===== src/core/rgc_cfg.svh =====
// Constants for the receiver gain configuration register bank
`ifndef RGC_CFG_SVH
`define RGC_CFG_SVH
// ------------------------------------------------------------
// Register indices (byte address is four times the index)
// ------------------------------------------------------------
`define RGC_IDX_P2P 6'h0b
`define RGC_IDX_FIRST 6'h0d
`define RGC_IDX_SECOND 6'h0e
`define RGC_IDX_CMD 6'h3e
`define RGC_IDX_SPACE 6'h3f
// ------------------------------------------------------------
// Reset values
// ------------------------------------------------------------
`define RGC_RST_P2P 8'h0c
`define RGC_RST_FIRST 8'hd8
`define RGC_RST_SECOND 8'h00
`define RGC_RST_SPACE 1'b0
// ------------------------------------------------------------
// Field positions
// ------------------------------------------------------------
`define RGC_AM1_HI 7
`define RGC_AM1_LO 5
`define RGC_PM1_HI 4
`define RGC_PM1_LO 2
`define RGC_LF_SEL 1
`define RGC_LF_SPLIT 0
`define RGC_AM2_HI 7
`define RGC_AM2_LO 4
`define RGC_PM2_HI 3
`define RGC_PM2_LO 0
`define RGC_OOK_DECAY 7
`define RGC_OOK_TC_HI 6
`define RGC_OOK_TC_LO 5
`define RGC_OOK_THD_HI 4
`define RGC_OOK_THD_LO 3
`define RGC_ASK_TC_HI 2
`define RGC_ASK_TC_LO 1
`define RGC_ASK_THD 0
`define RGC_CMD_GAIN_LOAD 0
`define RGC_SPACE_B 0
`define RGC_REG_LANE 0
// ------------------------------------------------------------
// Decode values, gains in tenths of dB, times in tenths of us
// ------------------------------------------------------------
`define RGC_G1_FULL 3'h0
`define RGC_G1_BOOST 3'h7
`define RGC_G1_STEP 8'h19
`define RGC_G2_MAX 4'ha
`define RGC_G2_WIN_MAX 4'h4
`define RGC_G2_STEP 8'h1e
`define RGC_OOK_TAU0 8'h0e
`define RGC_OOK_TAU1 8'h0a
`define RGC_OOK_TAU2 8'h06
`define RGC_OOK_TAU3 8'h02
`define RGC_ASK_TAU0 8'h54
`define RGC_ASK_TAU1 8'h44
`define RGC_ASK_TAU2 8'h2c
`define RGC_ASK_TAU3 8'h18
`define RGC_OOK_SLOW_THR 32'h19232d37
`define RGC_OOK_FAST_THR 32'h41464b50
`define RGC_ASK_THR_HI 8'h61
`define RGC_ASK_THR_LO 8'h5f
`endif


===== src/core/rgc_pkg.sv =====
// Types shared by the receiver gain configuration register bank
package rgc_pkg;
  // ----------------------------------------------------------
  // Wishbone carriers
  // ----------------------------------------------------------
  typedef struct packed {
    logic cyc; // Cycle active
    logic stb; // Strobe
    logic we; // Write enable
    logic [7:0] adr; // Byte address
    logic [3:0] sel; // Byte lanes
    logic [31:0] dat; // Write data
  } rgc_wb_req_s;
  typedef struct packed {
    logic ack; // Transfer acknowledge
    logic [31:0] dat; // Read data
  } rgc_wb_rsp_s;
  // ----------------------------------------------------------
  // Front-end controls, index 0 is AM, index 1 is PM
  // ----------------------------------------------------------
  typedef struct packed {
    logic [1:0][7:0] first_atten; // First-stage cut, 0.1 dB
    logic [1:0] first_boost; // First-stage boost active
    logic low_freq_input_select; // LF input signal
    logic low_freq_split_routing; // Split LF inputs
    logic [1:0][7:0] window_atten; // Digitizer widening, 0.1 dB
    logic [1:0][7:0] stage_atten; // Stage 2/3 cut, 0.1 dB
    logic [1:0] second_code_bad; // Code above Ah applied
    logic onoff_fast_decay; // OOK fast decay
    logic [7:0] onoff_time_constant; // 0.1 us units
    logic [7:0] onoff_threshold; // Percent
    logic [7:0] amplitude_key_time_constant; // 0.1 us units
    logic [7:0] amplitude_key_threshold; // Percent
    logic gain_load; // One-cycle load pulse
  } rgc_ctrl_s;
  // ----------------------------------------------------------
  // Bus slave states
  // ----------------------------------------------------------
  typedef enum logic [1:0] {
    RGC_BUS_IDLE = 2'b01,
    RGC_BUS_ACK = 2'b10
  } rgc_bus_e;
endpackage : rgc_pkg


===== src/core/rgc_first_gain_dec.sv =====
// First-stage gain code decoder for one receive channel
`timescale 1ns/1ps
`include "rgc_cfg.svh"
module rgc_first_gain_dec (
  input wire logic [2:0] code_i,
  output logic [7:0] atten_o,
  output logic boost_o
);
  // ----------------------------------------------------------
  // Decode
  // ----------------------------------------------------------
  // Code 0 full gain, 7 boost, middle codes cut per step
  always_comb begin
    atten_o = 8'h00;
    boost_o = 1'b0;
    if (code_i == `RGC_G1_BOOST) begin
      boost_o = 1'b1;
    end else if (code_i != `RGC_G1_FULL) begin
      atten_o = {5'h00, code_i} * `RGC_G1_STEP;
    end
  end
endmodule : rgc_first_gain_dec


===== src/core/rgc_second_gain_dec.sv =====
// Second-stage and digitizer gain code decoder for one channel
`timescale 1ns/1ps
`include "rgc_cfg.svh"
module rgc_second_gain_dec (
  input wire logic [3:0] code_i,
  output logic [7:0] window_o,
  output logic [7:0] stage_o,
  output logic bad_o
);
  logic [3:0] clamped; // Code limited to the used range
  // ----------------------------------------------------------
  // Decode
  // ----------------------------------------------------------
  // Unused codes act as Ah so the analog side never sees them
  always_comb begin
    bad_o = (code_i > `RGC_G2_MAX);
    clamped = bad_o ? `RGC_G2_MAX : code_i;
    window_o = 8'h00;
    stage_o = 8'h00;
    if (clamped > `RGC_G2_WIN_MAX) begin
      window_o = {4'h0, `RGC_G2_WIN_MAX} * `RGC_G2_STEP;
      stage_o = {4'h0, 4'(clamped - `RGC_G2_WIN_MAX)} * `RGC_G2_STEP;
    end else begin
      window_o = {4'h0, clamped} * `RGC_G2_STEP;
    end
  end
endmodule : rgc_second_gain_dec


===== src/core/rgc_regs.sv =====
// Receiver gain configuration registers behind a Wishbone slave
// What this block does
// - AM first gain: full, 2.5 dB cuts, boost
// - PM first gain uses the same encoding
// - Input select bit: HF clear, LF set
// - LF routing: differential or split per channel
// - AM second code 0h-Ah, 3 dB steps
// - PM second code follows the AM encoding
// - Second gain applies only on load command
// - OOK time constant 1.4 to 0.2 us
// - ASK time constant 8.4 to 2.4 us
// - OOK threshold depends on OOK time code
// - Gains in space A, P2P in B
//
// The Wishbone slave port was decided locally.
`timescale 1ns/1ps
`include "rgc_cfg.svh"
module rgc_regs (
  input wire logic clk_i,
  input wire logic rst_i,
  input wire rgc_pkg::rgc_wb_req_s wb_req_i,
  output rgc_pkg::rgc_wb_rsp_s wb_rsp_o,
  output rgc_pkg::rgc_ctrl_s ctrl_o
);
  // ----------------------------------------------------------
  // Storage
  // ----------------------------------------------------------
  logic space_b; // Register space B selected
  logic [7:0] p2p_receiver_config; // Space B register
  logic [7:0] receiver_first_stage_gain; // Space A register
  logic [7:0] receiver_second_stage_gain; // Space A register
  logic [7:0] second_applied; // Copy seen by gain loops
  logic gain_load; // Load pulse toward gain loops
  rgc_pkg::rgc_bus_e state; // Bus slave state
  logic ack; // Registered acknowledge
  logic [31:0] rdata; // Registered read data
  // ----------------------------------------------------------
  // Decode helpers
  // ----------------------------------------------------------
  logic req; // Request present
  logic [5:0] idx; // Word index of the access
  logic commit; // Write takes effect this edge
  logic lane_ok; // Data lane of the registers enabled
  logic [31:0] next_rdata; // Read data for the current index
  logic [1:0] ook_tc_code; // OOK time code
  logic [1:0] ook_thd; // OOK threshold code
  logic [1:0] ask_tc_code; // ASK time code
  logic [31:0] ook_table; // Threshold row in use
  logic [7:0] next_ook_tau; // OOK time constant
  logic [7:0] next_ask_tau; // ASK time constant
  logic [7:0] next_ook_thr; // OOK threshold
  logic [1:0][2:0] first_code; // Per-channel first codes
  logic [1:0][3:0] second_code; // Per-channel second codes
  logic [1:0][7:0] first_atten; // Decoder outputs
  logic [1:0] first_boost; // Decoder outputs
  logic [1:0][7:0] window_atten; // Decoder outputs
  logic [1:0][7:0] stage_atten; // Decoder outputs
  logic [1:0] second_bad; // Decoder outputs
  assign req = wb_req_i.cyc & wb_req_i.stb;
  assign idx = wb_req_i.adr[7:2];
  assign lane_ok = wb_req_i.sel[`RGC_REG_LANE];
  // Write lands on the edge where the master sees ack high
  assign commit = req & wb_req_i.we & lane_ok &
    (state == rgc_pkg::RGC_BUS_ACK);
  // ----------------------------------------------------------
  // Bus slave handshake
  // ----------------------------------------------------------
  // One wait state, then ack for one cycle, then idle again
  always_ff @(posedge clk_i) begin
    if (rst_i) begin
      state <= rgc_pkg::RGC_BUS_IDLE;
      ack <= 1'b0;
    end else begin
      case (state)
        rgc_pkg::RGC_BUS_IDLE: begin
          if (req) begin
            state <= rgc_pkg::RGC_BUS_ACK;
            ack <= 1'b1;
          end
        end
        rgc_pkg::RGC_BUS_ACK: begin
          // Forced idle cycle keeps a held request from acking twice
          state <= rgc_pkg::RGC_BUS_IDLE;
          ack <= 1'b0;
        end
        default: begin
          state <= rgc_pkg::RGC_BUS_IDLE;
          ack <= 1'b0;
        end
      endcase
    end
  end
  // ----------------------------------------------------------
  // Read decode
  // ----------------------------------------------------------
  // Space-dependent map; unmapped indices read as zero
  always_comb begin
    next_rdata = 32'h0000_0000;
    case (idx)
      `RGC_IDX_SPACE: begin
        next_rdata[`RGC_SPACE_B] = space_b;
      end
      `RGC_IDX_FIRST: begin
        if (!space_b) begin
          next_rdata[7:0] = receiver_first_stage_gain;
        end
      end
      `RGC_IDX_SECOND: begin
        if (!space_b) begin
          next_rdata[7:0] = receiver_second_stage_gain;
        end
      end
      `RGC_IDX_P2P: begin
        if (space_b) begin
          next_rdata[7:0] = p2p_receiver_config;
        end
      end
      default: begin
        next_rdata = 32'h0000_0000;
      end
    endcase
  end
  // Read data captured with the ack, held low otherwise
  always_ff @(posedge clk_i) begin
    if (rst_i) begin
      rdata <= 32'h0000_0000;
    end else if (state == rgc_pkg::RGC_BUS_IDLE && req) begin
      rdata <= wb_req_i.we ? 32'h0000_0000 : next_rdata;
    end else begin
      rdata <= 32'h0000_0000;
    end
  end
  // ----------------------------------------------------------
  // Space select
  // ----------------------------------------------------------
  // Visible at the same index in both spaces so it is never lost
  always_ff @(posedge clk_i) begin
    if (rst_i) begin
      space_b <= `RGC_RST_SPACE;
    end else if (commit && idx == `RGC_IDX_SPACE) begin
      space_b <= wb_req_i.dat[`RGC_SPACE_B];
    end
  end
  // ----------------------------------------------------------
  // Space A gain registers
  // ----------------------------------------------------------
  // Writes only land when space A is selected
  always_ff @(posedge clk_i) begin
    if (rst_i) begin
      receiver_first_stage_gain <= `RGC_RST_FIRST;
      receiver_second_stage_gain <= `RGC_RST_SECOND;
    end else if (commit && !space_b) begin
      if (idx == `RGC_IDX_FIRST) begin
        receiver_first_stage_gain <= wb_req_i.dat[7:0];
      end
      if (idx == `RGC_IDX_SECOND) begin
        receiver_second_stage_gain <= wb_req_i.dat[7:0];
      end
    end
  end
  // ----------------------------------------------------------
  // Space B peer-to-peer register
  // ----------------------------------------------------------
  always_ff @(posedge clk_i) begin
    if (rst_i) begin
      p2p_receiver_config <= `RGC_RST_P2P;
    end else if (commit && space_b && idx == `RGC_IDX_P2P) begin
      p2p_receiver_config <= wb_req_i.dat[7:0];
    end
  end
  // ----------------------------------------------------------
  // Gain load command
  // ----------------------------------------------------------
  // Gain loops keep the old code until software asks for a load;
  // a write to the register alone changes nothing downstream
  always_ff @(posedge clk_i) begin
    if (rst_i) begin
      second_applied <= `RGC_RST_SECOND;
      gain_load <= 1'b0;
    end else if (commit && idx == `RGC_IDX_CMD &&
                 wb_req_i.dat[`RGC_CMD_GAIN_LOAD]) begin
      second_applied <= receiver_second_stage_gain;
      gain_load <= 1'b1;
    end else begin
      gain_load <= 1'b0;
    end
  end
  // ----------------------------------------------------------
  // Per-channel gain decoders
  // ----------------------------------------------------------
  assign first_code[0] =
    receiver_first_stage_gain[`RGC_AM1_HI:`RGC_AM1_LO];
  assign first_code[1] =
    receiver_first_stage_gain[`RGC_PM1_HI:`RGC_PM1_LO];
  assign second_code[0] =
    second_applied[`RGC_AM2_HI:`RGC_AM2_LO];
  assign second_code[1] =
    second_applied[`RGC_PM2_HI:`RGC_PM2_LO];
  // Same decoders for AM and PM keep the two encodings identical
  for (genvar ch = 0; ch < 2; ch++) begin : g_chan
    rgc_first_gain_dec u_first (
      .code_i(first_code[ch]),
      .atten_o(first_atten[ch]),
      .boost_o(first_boost[ch])
    );
    rgc_second_gain_dec u_second (
      .code_i(second_code[ch]),
      .window_o(window_atten[ch]),
      .stage_o(stage_atten[ch]),
      .bad_o(second_bad[ch])
    );
  end
  // ----------------------------------------------------------
  // Demodulator decode
  // ----------------------------------------------------------
  assign ook_tc_code =
    p2p_receiver_config[`RGC_OOK_TC_HI:`RGC_OOK_TC_LO];
  assign ook_thd =
    p2p_receiver_config[`RGC_OOK_THD_HI:`RGC_OOK_THD_LO];
  assign ask_tc_code =
    p2p_receiver_config[`RGC_ASK_TC_HI:`RGC_ASK_TC_LO];
  // Time constants and thresholds as numbers for the analog side
  always_comb begin
    case (ook_tc_code)
      2'h0: next_ook_tau = `RGC_OOK_TAU0;
      2'h1: next_ook_tau = `RGC_OOK_TAU1;
      2'h2: next_ook_tau = `RGC_OOK_TAU2;
      default: next_ook_tau = `RGC_OOK_TAU3;
    endcase
    case (ask_tc_code)
      2'h0: next_ask_tau = `RGC_ASK_TAU0;
      2'h1: next_ask_tau = `RGC_ASK_TAU1;
      2'h2: next_ask_tau = `RGC_ASK_TAU2;
      default: next_ask_tau = `RGC_ASK_TAU3;
    endcase
    // Slow time code picks the low threshold row
    ook_table = (ook_tc_code == 2'h0) ? `RGC_OOK_SLOW_THR
                                 : `RGC_OOK_FAST_THR;
    next_ook_thr = ook_table[{ook_thd, 3'h0} +: 8];
  end
  // ----------------------------------------------------------
  // Registered outputs
  // ----------------------------------------------------------
  // Decoded values lag their register by one clock
  always_ff @(posedge clk_i) begin
    if (rst_i) begin
      ctrl_o <= '0;
    end else begin
      ctrl_o.first_atten <= first_atten;
      ctrl_o.first_boost <= first_boost;
      ctrl_o.low_freq_input_select <=
        receiver_first_stage_gain[`RGC_LF_SEL];
      ctrl_o.low_freq_split_routing <=
        receiver_first_stage_gain[`RGC_LF_SPLIT];
      ctrl_o.window_atten <= window_atten;
      ctrl_o.stage_atten <= stage_atten;
      ctrl_o.second_code_bad <= second_bad;
      ctrl_o.onoff_fast_decay <=
        p2p_receiver_config[`RGC_OOK_DECAY];
      ctrl_o.onoff_time_constant <= next_ook_tau;
      ctrl_o.onoff_threshold <= next_ook_thr;
      ctrl_o.amplitude_key_time_constant <= next_ask_tau;
      ctrl_o.amplitude_key_threshold <=
        p2p_receiver_config[`RGC_ASK_THD] ? `RGC_ASK_THR_LO
                                          : `RGC_ASK_THR_HI;
      ctrl_o.gain_load <= gain_load;
    end
  end
  // Bus answer straight from flip-flops
  assign wb_rsp_o = '{ack: ack, dat: rdata};
endmodule : rgc_regs


===== config.mk =====
export PLATFORM = sky130hd
export DESIGN_NAME = rgc_regs
export DESIGN_NICKNAME = d
export VERILOG_FILES = /design/src/core/rgc_pkg.sv /design/src/core/rgc_first_gain_dec.sv /design/src/core/rgc_second_gain_dec.sv /design/src/core/rgc_regs.sv
export VERILOG_INCLUDE_DIRS = /design/src /design/src/core
export SDC_FILE = /design/constraint.sdc
export NUM_CORES = 1
export LEC_CHECK = 0
export ABC_AREA = 1
export BUFFER_PORTS_ARGS = -buffer_cell sky130_fd_sc_hd__buf_4
export CAP_MARGIN = 15
export CORE_UTILIZATION = 52
export DETAILED_ROUTE_END_ITERATION = 8
export PLACE_DENSITY = 0.91
export SLEW_MARGIN = 20
export SYNTH_ARGS = -nofsm -noshare
export SYNTH_HDL_FRONTEND = slang
export SYNTH_SLANG_ARGS = --single-unit

===== constraint.sdc =====
create_clock -name clk_i -period 3.5 [get_ports clk_i]
set_input_delay 0.35 -clock clk_i [delete_from_list [all_inputs] [get_ports clk_i]]
set_output_delay 0.35 -clock clk_i [all_outputs]
set_load 0.05 [all_outputs]

# Yosys cells after proc, flatten, opt, wreduce, memory -nomap -nowiden

Index checks and enable logic that the tools add are counted.

Latch bits: 0
Bits in writable memories: 0
Bits in registers: 157
Output and inout bits: 121
Bits in read-only memories: 0
Memories kept: 0
Bits of input ports: 49

Reduce and logical (&&, ||, !) cells: 23
Shift operators: 1
Add/subtract/negate cells: 2
Multipliers: 6
Multiplexer cells: 16
$lt $le $gt $ge: 4
Equal/unequal tests: 13
Bitwise logic cells: 10
Div/mod/pow operators: 0

Operator list:

| operator            | count |
|---|---|
| $pmux 7 s3          | 2 |
| $shiftx 32x6->8     | 1 |
| $mux 31             | 1 |
| $mul 4x4->7 const B | 4 |
| $mux 8              | 3 |
| $eq 6x4->1 const B  | 3 |
| $mul 3x5->8 const B | 2 |
| $mux 7              | 2 |
| $eq 6x6->1 const B  | 2 |
| $pmux 4 s3          | 1 |
| $reduce_or 2->1     | 6 |
| $reduce_or 3->1     | 3 |
| $gt 4x3->1 const B  | 2 |
| $gt 4x4->1 const B  | 2 |
| $mux 4              | 2 |
| $sub 4x3->4 const B | 2 |
| $logic_and 1x1->1   | 7 |
| $eq 2x1->1 const B  | 3 |
| $eq 2x2->1 const B  | 3 |
| $eq 3x3->1 const B  | 2 |
| $mux 6              | 1 |
| $not 1->1           | 6 |
| $reduce_bool 3->1   | 2 |
| $and 1x1->1         | 4 |
| other kinds (5)     | 9 |

# Longest topological paths before layout

Depth after elaboration: 7
Gate-level depth with buffers: 15

# Hierarchy

From an unflattened synthesis, not the netlist that was laid out.

Cells, all modules: 831
Area, all modules: 6264.8 um^2

By module, submodules not included:

| module                                    | area an instance (um^2) | times used | cells an instance | seq. area each (um^2) |
|---|---|---|---|---|
| rgc_regs                                  | 4489.3                  | 1          | 569               | 2342.2 |
| rgc_second_gain_dec at g_chan[1].u_second | 737.0                   | 1          | 103               | 0.0 |
| rgc_second_gain_dec at g_chan[0].u_second | 710.7                   | 1          | 101               | 0.0 |
| rgc_first_gain_dec                        | 163.9                   | 2          | 29                | 0.0 |

# Worst setup path before layout

OpenSTA, ideal clock, no wires.

Kind: reg-to-reg
From: reg second_applied[7]
To: reg ctrl_o[43] (netlist name)
Clock period less this slack: 3081 ps
Arrival: 3001 ps
Cell stages (with the launch flop): 14
Setup slack: 419 ps
Setup time: 80 ps
Path through: dfxtp_1 > nand2_1 > o21ai_0 > nor2_1 > inv_1 > fa_1 > fa_1 > fa_1 > nand2_1 > inv_1 > o21ai_0 > nand2_1 > nand2_1 > nor3b_1

Word-level cells in the longest chain between the ends: 5
Elaborated cells on any way between the ends: 7
Classes of those cells: add/sub (1); mul (1); order compare (2); mux (1); bitwise (1); reduce/logical (1)

RTL lines:

| element                                             | line                      | text |
|---|---|---|
| from (decl)                                         | rgc_regs.sv:32            | `logic [7:0] second_applied;` |
| from (signal assigned)                              | rgc_regs.sv:178           | `` second_applied <= `RGC_RST_SECOND; `` |
| from (signal assigned)                              | rgc_regs.sv:182           | `second_applied <= receiver_second_stage_gain;` |
| $gt 4x4->1 (no line)                                | n/a                       |  |
| $mux 4 (*)                                          | rgc_second_gain_dec.sv:17 | `` clamped = bad_o ? `RGC_G2_MAX : code_i; `` |
| branches (longest 3 deep; another with $mul 4x4->7) | n/a                       |  |
| to (decl)                                           | rgc_regs.sv:23            | `output rgc_pkg::rgc_ctrl_s ctrl_o` |

Every way passes the cells marked *.
A chain may end at the register's enable or synchronous reset.

# Worst setup path after layout

From: reg second_applied[2]
To: reg ctrl_o[51] (netlist name)

Word-level cells in the longest chain between the ends: 5
Elaborated cells on any way between the ends: 7
Classes of those cells: add/sub (1); mul (1); order compare (2); mux (1); bitwise (1); reduce/logical (1)

RTL lines:

| element                                             | line                      | text |
|---|---|---|
| $gt 4x4->1 (no line) (*)                            | n/a                       |  |
| $mux 4 (*)                                          | rgc_second_gain_dec.sv:17 |  |
| named net g_chan[1].u_second.clamped[0]             | rgc_second_gain_dec.sv:10 | `logic [3:0] clamped;` |
| branches (longest 3 deep; another with $mul 4x4->7) | n/a                       |  |

Mark *: on every way through the listed nets, which the timed path passes.

==> flow_summary_export.csv <==
group,metric,value,unit
finish,nets,879,
global_route,gr-total-overflow,0,
worst_setup_path,endpoint_kind,"flip-flop",
sta,slew_headroom,66.4,%
cts,clk_latency,0.37,ns
worst_setup_path,critical_path_required,3.76,ns
floorplan,rows,37,
outcome,status,"complete, no violations",
sta,setup_viol,0,
cts,cts-resized-gates,0,
route,drt_pre_antenna_iters,5,
floorplan,start_util,53.8,%
min_path,min_path_type,"input port to flip-flop",
synth,netlist_top_cells_area,"dfxtp_1 (40%), ha_1 (12%), nor2_1 (8.0%)",
worst_setup_path,critical_path_arrival,3.52,ns
floorplan,boundaryPins,170,
cts,post_cts_buffers,0,
route,num_vias,4409,
cts,clockBufferDepth,2,
finish,diodes,0,
floorplan,dieArea,11100,um2
route,drt-total-wl,11.4,mm
sta,rsz0062_at_grt,"false",
route,wl_per_cell,12.6,um
run,cap_violations,0,
cts,cts_sinks,111,
floorplan,die_w,105,um
power,max-vdd-ir-drop,0.368,mV
sta,max_freq,306,MHz
route,vias_per_cell,4.88,
power,leakage,3.46,nW
finish,stdcell_area,6470,um2
global_route,grt_pass1_vias,4171,
floorplan,die_h,105,um
cts,cts_tree,"done",
worst_setup_path,worstPathMaxFanout,5,
power,p_per_area,367,nW/um2
global_route,antenna_found_initial,0,
synth,ys_warn_count,0,
worst_setup_path,critical_path_class,"flip-flop to flip-flop",
finish,area_growth,16.6,%
cts,root_buffer,"clkbuf_8",
sta,drv_slew,0,
global_route,grt_usage,21.3,%
synth,seq_area_frac_synth,40.0,%
synth,synth_edf_count,0,
sta,tns,0,ns
sta,fin_skew,0.0171,ns
place,placed_area,6230,um2
cts,clkTransAtPathRegs,0.11,ns
route,first_iter_violations,417,
sta,fin_crit,3.26,ns
synth,synthDistinctLibCells,33,
floorplan,core,10300,um2
synth,synthFlopType,"dfxtp_1",
synth,synth.avg_cell_area,8.28,um2
synth,async_reset_ff_share,0,%
synth,synth_top_area_share,40.0,%
synth,synth_area_leader_cell,"dfxtp_1",
global_route,grt_pass1_wl,19.0,mm
place,portBuffers,102,
synth,synth.cell_area,5550,um2
cts,ctsHoldBuffers,0,
synth,ys_ff_latch,111,
route,drc,0,
cts,numCtsBuffers,9,
sta,fin_crit_sh,93.2,%
global_route,grt_max_degree,30,
place,hpwl,8.45,mm
synth,synthCells,670,
finish,post-route-util,62.6,%
place,routabilityCongestion,0.891,
finish,final_layout_size_suffix_gt1_share,19.4,%
sta,worstMarginPinSlew,0.503,ns
worst_setup_path,crit_path_start_kind,"flip-flop",
cts,cts_max_level,3,
sta,hold_viol_final,0,
route,postRouteAntennaNets,0,
## registers in the layout (all words and copies together) (netlist names)
register	count
ctrl_o	67
p2p_receiver_config	8
rdata	8
receiver_first_stage_gain	8
receiver_second_stage_gain	8
second_applied	8
state	2
gain_load	1
space_b	1
## critical path: stages, from the launching register on
cell	delay (ns)
dfxtp_1	0.36
o21ai_1	0.28
inv_1	0.08
nor2_1	0.16
inv_1	0.17
fa_1	0.57
fa_1	0.55
fa_1	0.44
nand2_1	0.09
inv_1	0.05
o21ai_0	0.20
nand3_1	0.10
nand2_1	0.07
nor2_1	0.04
## path summary, 6_finish.rpt
| kind | startpoint | endpoint | slack, ns | cells after the start |
|---|---|---|---|---|
| min reg2reg | gain_load | ctrl_o[0] | 0.41 | 2 |
| max | second_applied[2] | ctrl_o[51] | 0.24 | 13 |
| min | wb_req_i[4] | receiver_first_stage_gain[4] | 0.21 | 3 |
| max reg2reg | second_applied[2] | ctrl_o[51] | 0.24 | 13 |
## cell usage after synthesis, types with 3 or more instances
cell type / n
fa_1: 15
nor2_1: 119
xor2_1: 3
ha_1: 53
clkbuf_1: 8
nor3_1: 19
buf_4: 47
nand2_2: 5
nand3_1: 21
a21oi_1: 24
xnor2_1: 5
o21a_1: 3
buf_2: 6
nand2_1: 86
o21ai_0: 27
dfxtp_1: 111
inv_1: 80
o211ai_1: 6
nor2_2: 6
o21ai_1: 3
nor2_4: 4
## cells by family (layout without fill, tap and decap cells)
logic type	Yosys count	in the layout	synth area share (%)
AND/OR/NAND/NOR	273	273	21.6
buffers and inverters	145	205	13.4
flip-flops	111	111	40.0
adder cells (fa/ha/maj)	68	68	17.4
AO/OA/AOI/OAI	64	64	6.22
XOR/XNOR	8	8	1.26
other	1	38	0.0676
## power breakdown
group | total [mW] | internal [mW] | switching [mW]
logic | 0.222 | 0.0398 | 0.183
registers | 1.28 | 1.27 | 0.00387
clock network | 0.873 | 0.419 | 0.454
## layout by cell type, fill, tap and decap left out, types with 21 or more instances in the layout
cell type	instances
nand2_1	86
dfxtp_1	110
ha_1	53
nor2_1	118
o21ai_0	25
conb_1	38
a21oi_1	24
buf_4	107
nand3_1	21
inv_1	80
## metrics by stage
stage | power, mW | std cells | hold slack, ns | worst slack (ns)
finish | 2.37 | 903 | 0.215 | 0.236
global route | 2.46 | 903 | 0.218 | 0.0326
CTS | 2.39 | 903 | 0.206 | 0.143
detailed placement | 1.53 | 887 | 0.409 | 0.191
global placement | 1.53 | 887 | 0.403 | 0.352
floorplan | 1.51 | 707 | 0.388 | 0.419
## metal layers
| metal | vias up | track usage, % | part of all wire, % |
|---|---|---|---|
| li1 | 2183 | - | - |
| met2 | 212 | 35.8 | 48 |
| met3 | 25 | 4.02 | 7.6 |
| met4 | 0 | 8.25 | 2.7 |
| met1 | 1989 | 27.0 | 42 |
| met5 | - | 0 | 0 |
## area by class of cell
class | instances | area, um2
tap | 136 | 170
clock inverter | 7 | 114
timing repair buffer | 107 | 803
inverter | 82 | 308
sequential | 111 | 2220
multi-input combinational | 451 | 2730
fill | 852 | 3860
clock buffer | 9 | 124
No activity file was read; power rests on OpenSTA's default activity.
